<file path="config.mk">
export PLATFORM = sky130hd
export DESIGN_NAME = brcs_rate_clock_select
export DESIGN_NICKNAME = d
export VERILOG_FILES = /design/src/rtl/brcs_chan_clock_mux.v /design/src/rtl/brcs_rate_clock_select.v
export VERILOG_INCLUDE_DIRS = /design/src /design/src/rtl
export SDC_FILE = /design/constraint.sdc
export NUM_CORES = 1
export LEC_CHECK = 0
export ABC_AREA = 1
export BUFFER_PORTS_ARGS = -buffer_cell sky130_fd_sc_hd__buf_2
export CORE_UTILIZATION = 42
export DETAILED_ROUTE_END_ITERATION = 8
export SLEW_MARGIN = 25
export SYNTH_ARGS = -nofsm -noshare
export SYNTH_HDL_FRONTEND = slang
export SYNTH_HIERARCHICAL = 1
export SYNTH_SLANG_ARGS = --single-unit
</file>
<file path="constraint.sdc">
create_clock -name i_clk_sys -period 24.6 [get_ports i_clk_sys]
set_clock_uncertainty 0.2 [all_clocks]
set_input_delay 3.69 -clock i_clk_sys [delete_from_list [all_inputs] [get_ports i_clk_sys]]
set_output_delay 3.69 -clock i_clk_sys [all_outputs]
set_load 0.02 [all_outputs]
</file>
<file path="src/rtl/brcs_defines.vh">
`ifndef BRCS_DEFINES_VH
`define BRCS_DEFINES_VH

// ----------------------------------------------------------------
// reference clock and oversampling
// ----------------------------------------------------------------
// rates come out standard only at this reference frequency
`define BRCS_REF_HZ         3686400
`define BRCS_OVERSAMPLE     16
`define BRCS_SYS_PERIOD_NS  10

// ----------------------------------------------------------------
// rate generator sizing
// ----------------------------------------------------------------
`define BRCS_NUM_RATES      23
`define BRCS_SET_SIZE       13
`define BRCS_DIV_W          13
`define BRCS_IDX_W          5
`define BRCS_NUM_PINS       4

// ----------------------------------------------------------------
// clock selector layout and codes
// ----------------------------------------------------------------
`define BRCS_SEL_RX_MSB     7
`define BRCS_SEL_RX_LSB     4
`define BRCS_SEL_TX_MSB     3
`define BRCS_SEL_TX_LSB     0
`define BRCS_CODE_CT        4'hD
`define BRCS_CODE_EXT16     4'hE
`define BRCS_CODE_EXT1      4'hF

`endif

</file>
<file path="src/rtl/brcs_chan_clock_mux.v">
`timescale 1ns/1ps
`include "brcs_defines.vh"

module brcs_chan_clock_mux #(
    parameter TX_PIN = 0,
    parameter RX_PIN = 1
) (
    input  wire                      i_clk_sys,
    input  wire                      i_reset,
    input  wire [7:0]                i_clock_selector,
    input  wire [`BRCS_SET_SIZE-1:0] i_set_tick,
    input  wire                      i_ct_tick,
    input  wire [`BRCS_NUM_PINS-1:0] i_pin_tick,
    output wire                      o_tx_clk_en,
    output wire                      o_tx_is_1x,
    output wire                      o_rx_clk_en,
    output wire                      o_rx_is_1x
);

    // ----------------------------------------------------------------
    // one direction: 4-bit code picks a source
    // ----------------------------------------------------------------
    function pick_tick;
        input [3:0]                code;
        input [`BRCS_SET_SIZE-1:0] set_tick;
        input                      ct_tick;
        input                      pin_tick;
        begin
            if (code == `BRCS_CODE_CT) begin
                pick_tick = ct_tick;
            end else if (code == `BRCS_CODE_EXT16 || code == `BRCS_CODE_EXT1) begin
                pick_tick = pin_tick;
            end else begin
                pick_tick = set_tick[code];
            end
        end
    endfunction

    wire [3:0] tx_code = i_clock_selector[`BRCS_SEL_TX_MSB:`BRCS_SEL_TX_LSB];
    wire [3:0] rx_code = i_clock_selector[`BRCS_SEL_RX_MSB:`BRCS_SEL_RX_LSB];

    reg tx_en_ff;
    reg tx_1x_ff;
    reg rx_en_ff;
    reg rx_1x_ff;

    // selection is purely combinational into a flop, so a new code only
    // changes which pulses pass; nothing upstream is restarted
    always @(posedge i_clk_sys or posedge i_reset) begin
        if (i_reset) begin
            tx_en_ff <= 1'b0;
            tx_1x_ff <= 1'b0;
            rx_en_ff <= 1'b0;
            rx_1x_ff <= 1'b0;
        end else begin
            tx_en_ff <= pick_tick(tx_code, i_set_tick, i_ct_tick, i_pin_tick[TX_PIN]);
            rx_en_ff <= pick_tick(rx_code, i_set_tick, i_ct_tick, i_pin_tick[RX_PIN]);
            tx_1x_ff <= (tx_code == `BRCS_CODE_EXT1);
            rx_1x_ff <= (rx_code == `BRCS_CODE_EXT1);
        end
    end

    assign o_tx_clk_en = tx_en_ff;
    assign o_tx_is_1x  = tx_1x_ff;
    assign o_rx_clk_en = rx_en_ff;
    assign o_rx_is_1x  = rx_1x_ff;

endmodule

</file>
<file path="src/rtl/brcs_rate_clock_select.v">
`timescale 1ns/1ps
`include "brcs_defines.vh"

module brcs_rate_clock_select (
    input  wire                      i_clk_sys,
    input  wire                      i_reset,
    input  wire                      i_ref_clock_in,
    input  wire [`BRCS_NUM_PINS-1:0] i_ext_clock_pin,
    input  wire                      i_aux_control_rate_set,
    input  wire [7:0]                i_chan_a_clock_selector,
    input  wire [7:0]                i_chan_b_clock_selector,
    input  wire                      i_ct_square,
    output wire                      o_ref_tick,
    output wire                      o_chan_a_tx_clk_en,
    output wire                      o_chan_a_tx_is_1x,
    output wire                      o_chan_a_rx_clk_en,
    output wire                      o_chan_a_rx_is_1x,
    output wire                      o_chan_b_tx_clk_en,
    output wire                      o_chan_b_tx_is_1x,
    output wire                      o_chan_b_rx_clk_en,
    output wire                      o_chan_b_rx_is_1x
);

    // ----------------------------------------------------------------
    // standard rates, in tenths of a bit per second
    // ----------------------------------------------------------------
    // tenths keep 134.5 bps exact in integer arithmetic
    function integer rate_tenths;
        input integer idx;
        begin
            case (idx)
                0:       rate_tenths = 500;
                1:       rate_tenths = 750;
                2:       rate_tenths = 1100;
                3:       rate_tenths = 1345;
                4:       rate_tenths = 1500;
                5:       rate_tenths = 2000;
                6:       rate_tenths = 3000;
                7:       rate_tenths = 6000;
                8:       rate_tenths = 10500;
                9:       rate_tenths = 12000;
                10:      rate_tenths = 18000;
                11:      rate_tenths = 20000;
                12:      rate_tenths = 24000;
                13:      rate_tenths = 36000;
                14:      rate_tenths = 48000;
                15:      rate_tenths = 72000;
                16:      rate_tenths = 96000;
                17:      rate_tenths = 144000;
                18:      rate_tenths = 192000;
                19:      rate_tenths = 288000;
                20:      rate_tenths = 384000;
                21:      rate_tenths = 576000;
                default: rate_tenths = 1152000;
            endcase
        end
    endfunction

    // ----------------------------------------------------------------
    // rate sets: selector code to rate index
    // ----------------------------------------------------------------
    function [`BRCS_IDX_W-1:0] set_index;
        input       set_sel;
        input [3:0] code;
        begin
            case ({set_sel, code})
                5'h00:   set_index = 5'h00;
                5'h01:   set_index = 5'h02;
                5'h02:   set_index = 5'h03;
                5'h03:   set_index = 5'h05;
                5'h04:   set_index = 5'h06;
                5'h05:   set_index = 5'h07;
                5'h06:   set_index = 5'h09;
                5'h07:   set_index = 5'h08;
                5'h08:   set_index = 5'h0C;
                5'h09:   set_index = 5'h0E;
                5'h0A:   set_index = 5'h0F;
                5'h0B:   set_index = 5'h10;
                5'h0C:   set_index = 5'h14;
                5'h10:   set_index = 5'h01;
                5'h11:   set_index = 5'h0D;
                5'h12:   set_index = 5'h11;
                5'h13:   set_index = 5'h04;
                5'h14:   set_index = 5'h13;
                5'h15:   set_index = 5'h15;
                5'h16:   set_index = 5'h09;
                5'h17:   set_index = 5'h0B;
                5'h18:   set_index = 5'h16;
                5'h19:   set_index = 5'h0E;
                5'h1A:   set_index = 5'h0A;
                5'h1B:   set_index = 5'h10;
                5'h1C:   set_index = 5'h12;
                default: set_index = 5'h00;
            endcase
        end
    endfunction

    // ----------------------------------------------------------------
    // pin synchronisers and edge detect
    // ----------------------------------------------------------------
    // the reference and the pins are sampled, not used as clocks; the
    // system clock must be well above twice the fastest pin frequency
    reg                      ref_s1_ff;
    reg                      ref_s2_ff;
    reg                      ref_s3_ff;
    reg                      ref_tick_ff;
    reg [`BRCS_NUM_PINS-1:0] pin_s1_ff;
    reg [`BRCS_NUM_PINS-1:0] pin_s2_ff;
    reg [`BRCS_NUM_PINS-1:0] pin_s3_ff;
    reg [`BRCS_NUM_PINS-1:0] pin_tick_ff;
    reg                      ct_prev_ff;
    reg                      ct_tick_ff;

    wire ref_edge = ref_s2_ff & ~ref_s3_ff;

    always @(posedge i_clk_sys or posedge i_reset) begin
        if (i_reset) begin
            ref_s1_ff   <= 1'b0;
            ref_s2_ff   <= 1'b0;
            ref_s3_ff   <= 1'b0;
            ref_tick_ff <= 1'b0;
            pin_s1_ff   <= {`BRCS_NUM_PINS{1'b0}};
            pin_s2_ff   <= {`BRCS_NUM_PINS{1'b0}};
            pin_s3_ff   <= {`BRCS_NUM_PINS{1'b0}};
            pin_tick_ff <= {`BRCS_NUM_PINS{1'b0}};
            ct_prev_ff  <= 1'b0;
            ct_tick_ff  <= 1'b0;
        end else begin
            ref_s1_ff   <= i_ref_clock_in;
            ref_s2_ff   <= ref_s1_ff;
            ref_s3_ff   <= ref_s2_ff;
            ref_tick_ff <= ref_edge;
            pin_s1_ff   <= i_ext_clock_pin;
            pin_s2_ff   <= pin_s1_ff;
            pin_s3_ff   <= pin_s2_ff;
            pin_tick_ff <= pin_s2_ff & ~pin_s3_ff;
            ct_prev_ff  <= i_ct_square;
            ct_tick_ff  <= i_ct_square & ~ct_prev_ff;
        end
    end

    assign o_ref_tick = ref_tick_ff;

    // ----------------------------------------------------------------
    // rate generator: one free-running divider per rate
    // ----------------------------------------------------------------
    wire [`BRCS_NUM_RATES-1:0] rate_tick;

    genvar gi;
    generate
        for (gi = 0; gi < `BRCS_NUM_RATES; gi = gi + 1) begin : g_rate
            // rounded reference / (16 * rate); counts reference edges
            localparam integer DIV = (`BRCS_REF_HZ * 10 + `BRCS_OVERSAMPLE * rate_tenths(gi) / 2)
                                     / (`BRCS_OVERSAMPLE * rate_tenths(gi));
            localparam [31:0]            DIV_M1   = DIV - 1;
            localparam [`BRCS_DIV_W-1:0] DIV_LAST = DIV_M1[`BRCS_DIV_W-1:0];
            reg [`BRCS_DIV_W-1:0] cnt_ff;
            reg                   tick_ff;
            always @(posedge i_clk_sys or posedge i_reset) begin
                if (i_reset) begin
                    cnt_ff  <= {`BRCS_DIV_W{1'b0}};
                    tick_ff <= 1'b0;
                end else begin
                    tick_ff <= ref_edge && (cnt_ff == DIV_LAST);
                    if (ref_edge) begin
                        if (cnt_ff == DIV_LAST) begin
                            cnt_ff <= {`BRCS_DIV_W{1'b0}};
                        end else begin
                            cnt_ff <= cnt_ff + 1'b1;
                        end
                    end
                end
            end
            // each divider owns its flop, so every bit has a single driver
            assign rate_tick[gi] = tick_ff;
        end
    endgenerate

    // ----------------------------------------------------------------
    // rate set selection
    // ----------------------------------------------------------------
    wire [`BRCS_SET_SIZE-1:0] set_tick;

    generate
        for (gi = 0; gi < `BRCS_SET_SIZE; gi = gi + 1) begin : g_set
            localparam [31:0] CODE = gi;
            assign set_tick[gi] = rate_tick[set_index(i_aux_control_rate_set, CODE[3:0])];
        end
    endgenerate

    // ----------------------------------------------------------------
    // per-channel clock selectors
    // ----------------------------------------------------------------
    // pins 0..3: a tx, a rx, b tx, b rx
    brcs_chan_clock_mux #(
        .TX_PIN (0),
        .RX_PIN (1)
    ) u_chan_a (
        .i_clk_sys        (i_clk_sys),
        .i_reset          (i_reset),
        .i_clock_selector (i_chan_a_clock_selector),
        .i_set_tick       (set_tick),
        .i_ct_tick        (ct_tick_ff),
        .i_pin_tick       (pin_tick_ff),
        .o_tx_clk_en      (o_chan_a_tx_clk_en),
        .o_tx_is_1x       (o_chan_a_tx_is_1x),
        .o_rx_clk_en      (o_chan_a_rx_clk_en),
        .o_rx_is_1x       (o_chan_a_rx_is_1x)
    );

    brcs_chan_clock_mux #(
        .TX_PIN (2),
        .RX_PIN (3)
    ) u_chan_b (
        .i_clk_sys        (i_clk_sys),
        .i_reset          (i_reset),
        .i_clock_selector (i_chan_b_clock_selector),
        .i_set_tick       (set_tick),
        .i_ct_tick        (ct_tick_ff),
        .i_pin_tick       (pin_tick_ff),
        .o_tx_clk_en      (o_chan_b_tx_clk_en),
        .o_tx_is_1x       (o_chan_b_tx_is_1x),
        .o_rx_clk_en      (o_chan_b_rx_clk_en),
        .o_rx_is_1x       (o_chan_b_rx_is_1x)
    );

endmodule

</file>
Yosys cells after proc, flatten, opt, wreduce, memory -nomap -nowiden
Cells that the tools add are included.
- register bits: 352
- input bits: 25
- output and inout bits: 9
- logic and storage cells: 239
- add/subtract/negate cells: 23
- $lt $le $gt $ge: 14
- equal/unequal tests: 35
- muxes and demuxes: 69
- bitwise logic cells: 7
- reductions and logical operators: 27
- operators by type and width (cell ; count):
    adder 13 x 1 -> 13 bit, second input constant ; 23
    two-way mux 13 bit ; 23
    case mux 5 bit (2 select lines) ; 10
    < comparator 5 x 6 -> 1 bit, second input constant ; 10
    binary-select mux 1 bit (select 5 bit) ; 10
    equality test 4 bit, second input constant ; 12
    equality test 13 x 11 -> 1 bit, second input constant ; 3
    equality test 13 x 7 -> 1 bit, second input constant ; 3
    equality test 13 x 12 -> 1 bit, second input constant ; 2
    equality test 13 x 3 -> 1 bit, second input constant ; 2
    equality test 13 x 4 -> 1 bit, second input constant ; 2
    equality test 13 x 5 -> 1 bit, second input constant ; 2
    equality test 13 x 6 -> 1 bit, second input constant ; 2
    equality test 13 x 8 -> 1 bit, second input constant ; 2
    logical AND 1 bit ; 23
    two-way mux 1 bit ; 22
    < comparator 4 x 5 -> 1 bit, second input constant ; 4
    binary-select mux 1 bit (select 4 bit) ; 4
    equality test 13 x 1 -> 1 bit, second input constant ; 1
    equality test 13 x 10 -> 1 bit, second input constant ; 1
    equality test 13 bit, second input constant ; 1
    equality test 13 x 2 -> 1 bit, second input constant ; 1
    equality test 13 x 9 -> 1 bit, second input constant ; 1
    AND 4 bit ; 1
    4 further kinds ; 10

Longest topological paths before layout
- depth in word-level cells: 8
- mapped depth: 10
- mapped depth without buffers: 9

By module
Netlist, hierarchy kept.
- modules (own cells, without submodules) (module ; times used ; cells each ; area an instance (um^2) ; seq. area each (um^2)):
    brcs_rate_clock_select ; 1 ; 2325 ; 17982.2 ; 8608.3
    brcs_chan_clock_mux ; 2 ; 93 ; 494.2 ; 100.1

Worst setup path before layout
No wires, ideal clock.
- kind: input port to flip-flop
- from: input port i_aux_control_rate_set
- to: register u_chan_a.rx_en_ff, in the netlist u_chan_a/o_rx_clk_en
- setup time: 0.116 ns
- data arrival time: 4.824 ns
- data required time: 24.284 ns
- slack: 19.460 ns
- stages: 8
- path buffers: 1
- cell sequence: clkbuf_1 > mux2_2 > nand3_1 > nand2_1 > nor2_2 > nand2_1 > a21oi_2 > nor2_1
- cells in the longest elaborated chain, start to end: 8
- elaborated cells between the ends (all ways): 35
- those cells by class: mux: 34; bitwise: 1
- ends and longest elaborated chain (what ; RTL line ; RTL):
    from (decl) ; brcs_rate_clock_select.v:9 ; input wire i_aux_control_rate_set,
    inverter 1 bit ; brcs_rate_clock_select.v:66 ; case ({set_sel, code})
    case mux 5 bit (2 select lines) (*) ; brcs_rate_clock_select.v:66 ;
    binary-select mux 1 bit (select 5 bit) (*) ; brcs_rate_clock_select.v:187 ; assign set_tick[gi] = rate_tick[set_index(i_aux_control_rate_set, CODE[3:0])];
    two-way mux 1 bit (implied by the code) (*) ; brcs_rate_clock_select.v:187 ;
    net set_tick[3] ; brcs_rate_clock_select.v:182 ; wire [`BRCS_SET_SIZE-1:0] set_tick;
    binary-select mux 1 bit (select 4 bit) (*) ; brcs_chan_clock_mux.v:34 ; pick_tick = set_tick[code];
    two-way mux 1 bit (implied by the code) (*) ; brcs_chan_clock_mux.v:34 ;
    two-way mux 1 bit (*) ; brcs_chan_clock_mux.v:31 ; end else if (code == `BRCS_CODE_EXT16 || code == `BRCS_CODE_EXT1) begin
    two-way mux 1 bit (*) ; brcs_chan_clock_mux.v:29 ; if (code == `BRCS_CODE_CT) begin
    to (signal assigned) ; brcs_chan_clock_mux.v:57 ; rx_en_ff <= pick_tick(rx_code, i_set_tick, i_ct_tick, i_pin_tick[RX_PIN]);
    to (decl) ; brcs_chan_clock_mux.v:44 ; reg rx_en_ff;
The timed path passes the listed nets; every way through them passes the cells marked *. The select of a mux whose other input is x is not followed.
A chain may end at the register's enable or synchronous reset.

==> qor.yml <==
status: "complete, no violations"
clock_path_buffers: 3
cts_buffers: 42
worstMarginPinSlew_ps: 885.7
die_w_microns: 214.5
num-fill-cells: 4258
max_cap_violations: 0
synth_area_sq_mm: 0.01897
ios: 34
synth-seq-cells: 352
cts_setup_buffers: 0
initial_core_util_pct: 42.71
synth_flop_cell: "dfrtp_1"
cts_max_level: 2
cp-start-kind: "input port"
viasPerCell: 4.805
synth_edf_count: 0
postLayoutSetupSlackWorst_ps: 19170
synth_cell_types: 32
cts_tree: "done"
reg2reg_slack_ps: 21660
port_buffers: 33
r2r_cells: 7
fin_crit_sh_pct: 22.07
clk-insertion-delay-late_ps: 560
grt_pass1_wl_microns: 68120
drc_errors: 0
gp_congestion: 0.8818
fp.dieArea_sq_mm: 0.04602
coreArea_sq_mm: 0.04441
endpoint_kind: "async pin"
cpPeakStageDelay_ps: 790
power_density_mw_per_mm2: 76.35
hold_class: "reg -> reg"
drt-initial-drc-count: 1076
cts_resized: 0
holdPathStages: 0
postCtsHoldBufs: 0
layout.nets: 2612
antenna_found_initial: 3
fin_crit_ps: 5429
syn_nets: 2565
rsz0062_at_grt: "no"
root_buffer: "clkbuf_16"
fp.dieH_microns: 214.5
cp_cell_sequence: "buf_2, clkinv_8, buf_4, buf_6"
rr_endpoint: "g_rate[2].cnt_ff[8]"
p_leak_uw: 0.01096
cp.arrival_ps: 5850
cp_slowest_cell: "buf_4"
clock.fmax_ghz: 0.1842
critical_path_class: "in -> async"
required_ps: 25020
ys_seq_area_share_pct: 46.43
slew_violations: 0
fp-row-count: 77
synthArstFlopShare_pct: 100.0
routedWlPerCell_microns: 12.04
cts.sinks: 352
grt_pass1_vias: 15090
synth.avg_cell_area_sq_um: 7.555
grt_max_degree: 137
place_ws_ps: 17870
synth_area_leaders: "dfrtp_1, nand2_1, inv_1"
grt_overflow_total: 0
finalHoldViolCount: 0
synth_top_area_share_pct: 46.43
synth_warnings: 6
ant_nets: 0
wl_microns: 38310
drtPass1Iterations: 7
ir_drop_uv: 50.93
holdPathEnd: "pin_s2_ff[3]"
syn_inst: 2511
setup_viol: 0
vias: 15280
yosysTopAreaCell: "dfrtp_1"
rr_startpoint: "ref_s2_ff"
syn_to_final_growth_pct: 11.61
grt_usage_pct: 17.31
dp_hpwl_microns: 26610
hp-start: "pin_s1_ff[3]"
tns_ps: 0
relSlewSlack_pct: 40.95
path_clk_slew_ps: 60
drive_gt1_share_pct: 6.376
crit_fanout: 136
[through the flow]
| step | instance area, sq um | hold WS (ps) | cells | total power [uW] | util [%] |
|---|---|---|---|---|---|
| 4_1_cts | 21160 | 164.7 | 3180 | 1641 | 47.65 |
| 3_3_place_gp | 19720 | 131.8 | 3106 | 969.6 | 44.40 |
| 6_report | 21170 | 159.9 | 3181 | 1617 | 47.67 |
| 3_5_place_dp | 19720 | 141.8 | 3106 | 978.7 | 44.40 |
| 5_1_grt | 21170 | 178.1 | 3181 | 1714 | 47.67 |
| 2_1_floorplan | 18970 | 131.2 | 2511 | 918.8 | - |
[logic make-up (layout without fill, tap and decap cells)]
group | count (synthesis) | count (layout) | synth area share [%]
adders and majority gates | 29 | 29 | 1.913
muxes | 10 | 10 | 0.5936
DFF | 352 | 352 | 46.43
buffers and inverters | 476 | 553 | 9.854
AOI/OAI and AO/OA | 84 | 84 | 2.421
xor gates and xnor gates | 134 | 134 | 6.186
and+or+nand+nor | 1426 | 1426 | 32.60
other | 0 | 1 | 0
[sequential cells by signal (all words and copies together), names as in the netlist, 4 cells and up]
| register | count |
|---|---|
| g_rate.cnt_ff | 299 |
| g_rate.tick_ff | 23 |
| pin_s1_ff | 4 |
| pin_s2_ff | 4 |
| pin_s3_ff | 4 |
| pin_tick_ff | 4 |
[synth_stat cells (5+ instances only)]
master / count
buf_6: 6
a21oi_1: 16
o21ai_0: 51
nand2_2: 6
nor2_4: 8
nand3_1: 265
clkbuf_1: 6
nor3_2: 5
ha_1: 29
xor2_1: 104
nand2_1: 624
nand4_1: 72
nor2_1: 317
xnor2_1: 30
nor3_1: 96
nand3b_1: 7
o21bai_1: 6
buf_2: 21
nor2_2: 15
mux2_2: 10
or2_2: 8
inv_1: 432
inv_2: 8
dfrtp_1: 352
[cell type report]
| cell class | instances | area (sq um) | area share, % |
|---|---|---|---|
| Sequential cell | 352 | 8808 | 41.60 |
| Multi-Input combinational cell | 1683 | 8303 | 39.21 |
| Inverter | 440 | 1664 | 7.859 |
| Clock buffer | 62 | 1227 | 5.797 |
| Tap cell | 592 | 740.7 | 3.498 |
| Clock inverter | 12 | 214.0 | 1.010 |
| Timing Repair Buffer | 39 | 214.0 | 1.010 |
| Antenna cell | 1 | 2.502 | 0.01182 |
[report_power, final]
group          internal, uW  total, uW  switching, uW
clock network           407        647            241
logic                  90.2        222            132
registers               660        747           87.3
total                  1160       1620            460
[cell usage in the layout (no fill, tap or decap), types with 11 or more instances in the layout]
cell	count
nand2_1	624
inv_1	431
dfrtp_1	352
nor2_1	317
nand3_1	265
xor2_1	104
nor3_1	96
nand4_1	72
o21ai_0	51
clkbuf_16	43
buf_2	33
xnor2_1	30
ha_1	29
a21oi_1	16
nor2_2	14
clkbuf_1	11
[worst max-delay path: cells and delay by family]
| family | cells | cell delay (ps) |
|---|---|---|
| buffers and inverters | 4 | 2040 |
[worst max path at each step]
stage / from / end / slack [ps] / depth (start not counted)
after global routing: i_reset / g_rate[0].cnt_ff[9] / 18730 / 4
after CTS: i_reset / g_rate[13].cnt_ff[3] / 18460 / 4
after floorplan: i_reset / ct_prev_ff / 11170 / 1
after detailed placement: i_reset / g_rate[6].cnt_ff[5] / 17870 / 4
final: i_reset / g_rate[0].cnt_ff[9] / 19170 / 4
after global placement: i_reset / g_rate[0].cnt_ff[9] / 17910 / 4
[per-layer routing]
layer,track usage (%),part of all wire [%],up-vias
met5,0,0.034,-
met4,6.143,2.3,2
met3,3.064,4.1,66
met2,28.14,45,226
met1,23.19,49,7073
li1,-,-,7917
No activity file was read; power rests on OpenSTA's default activity.
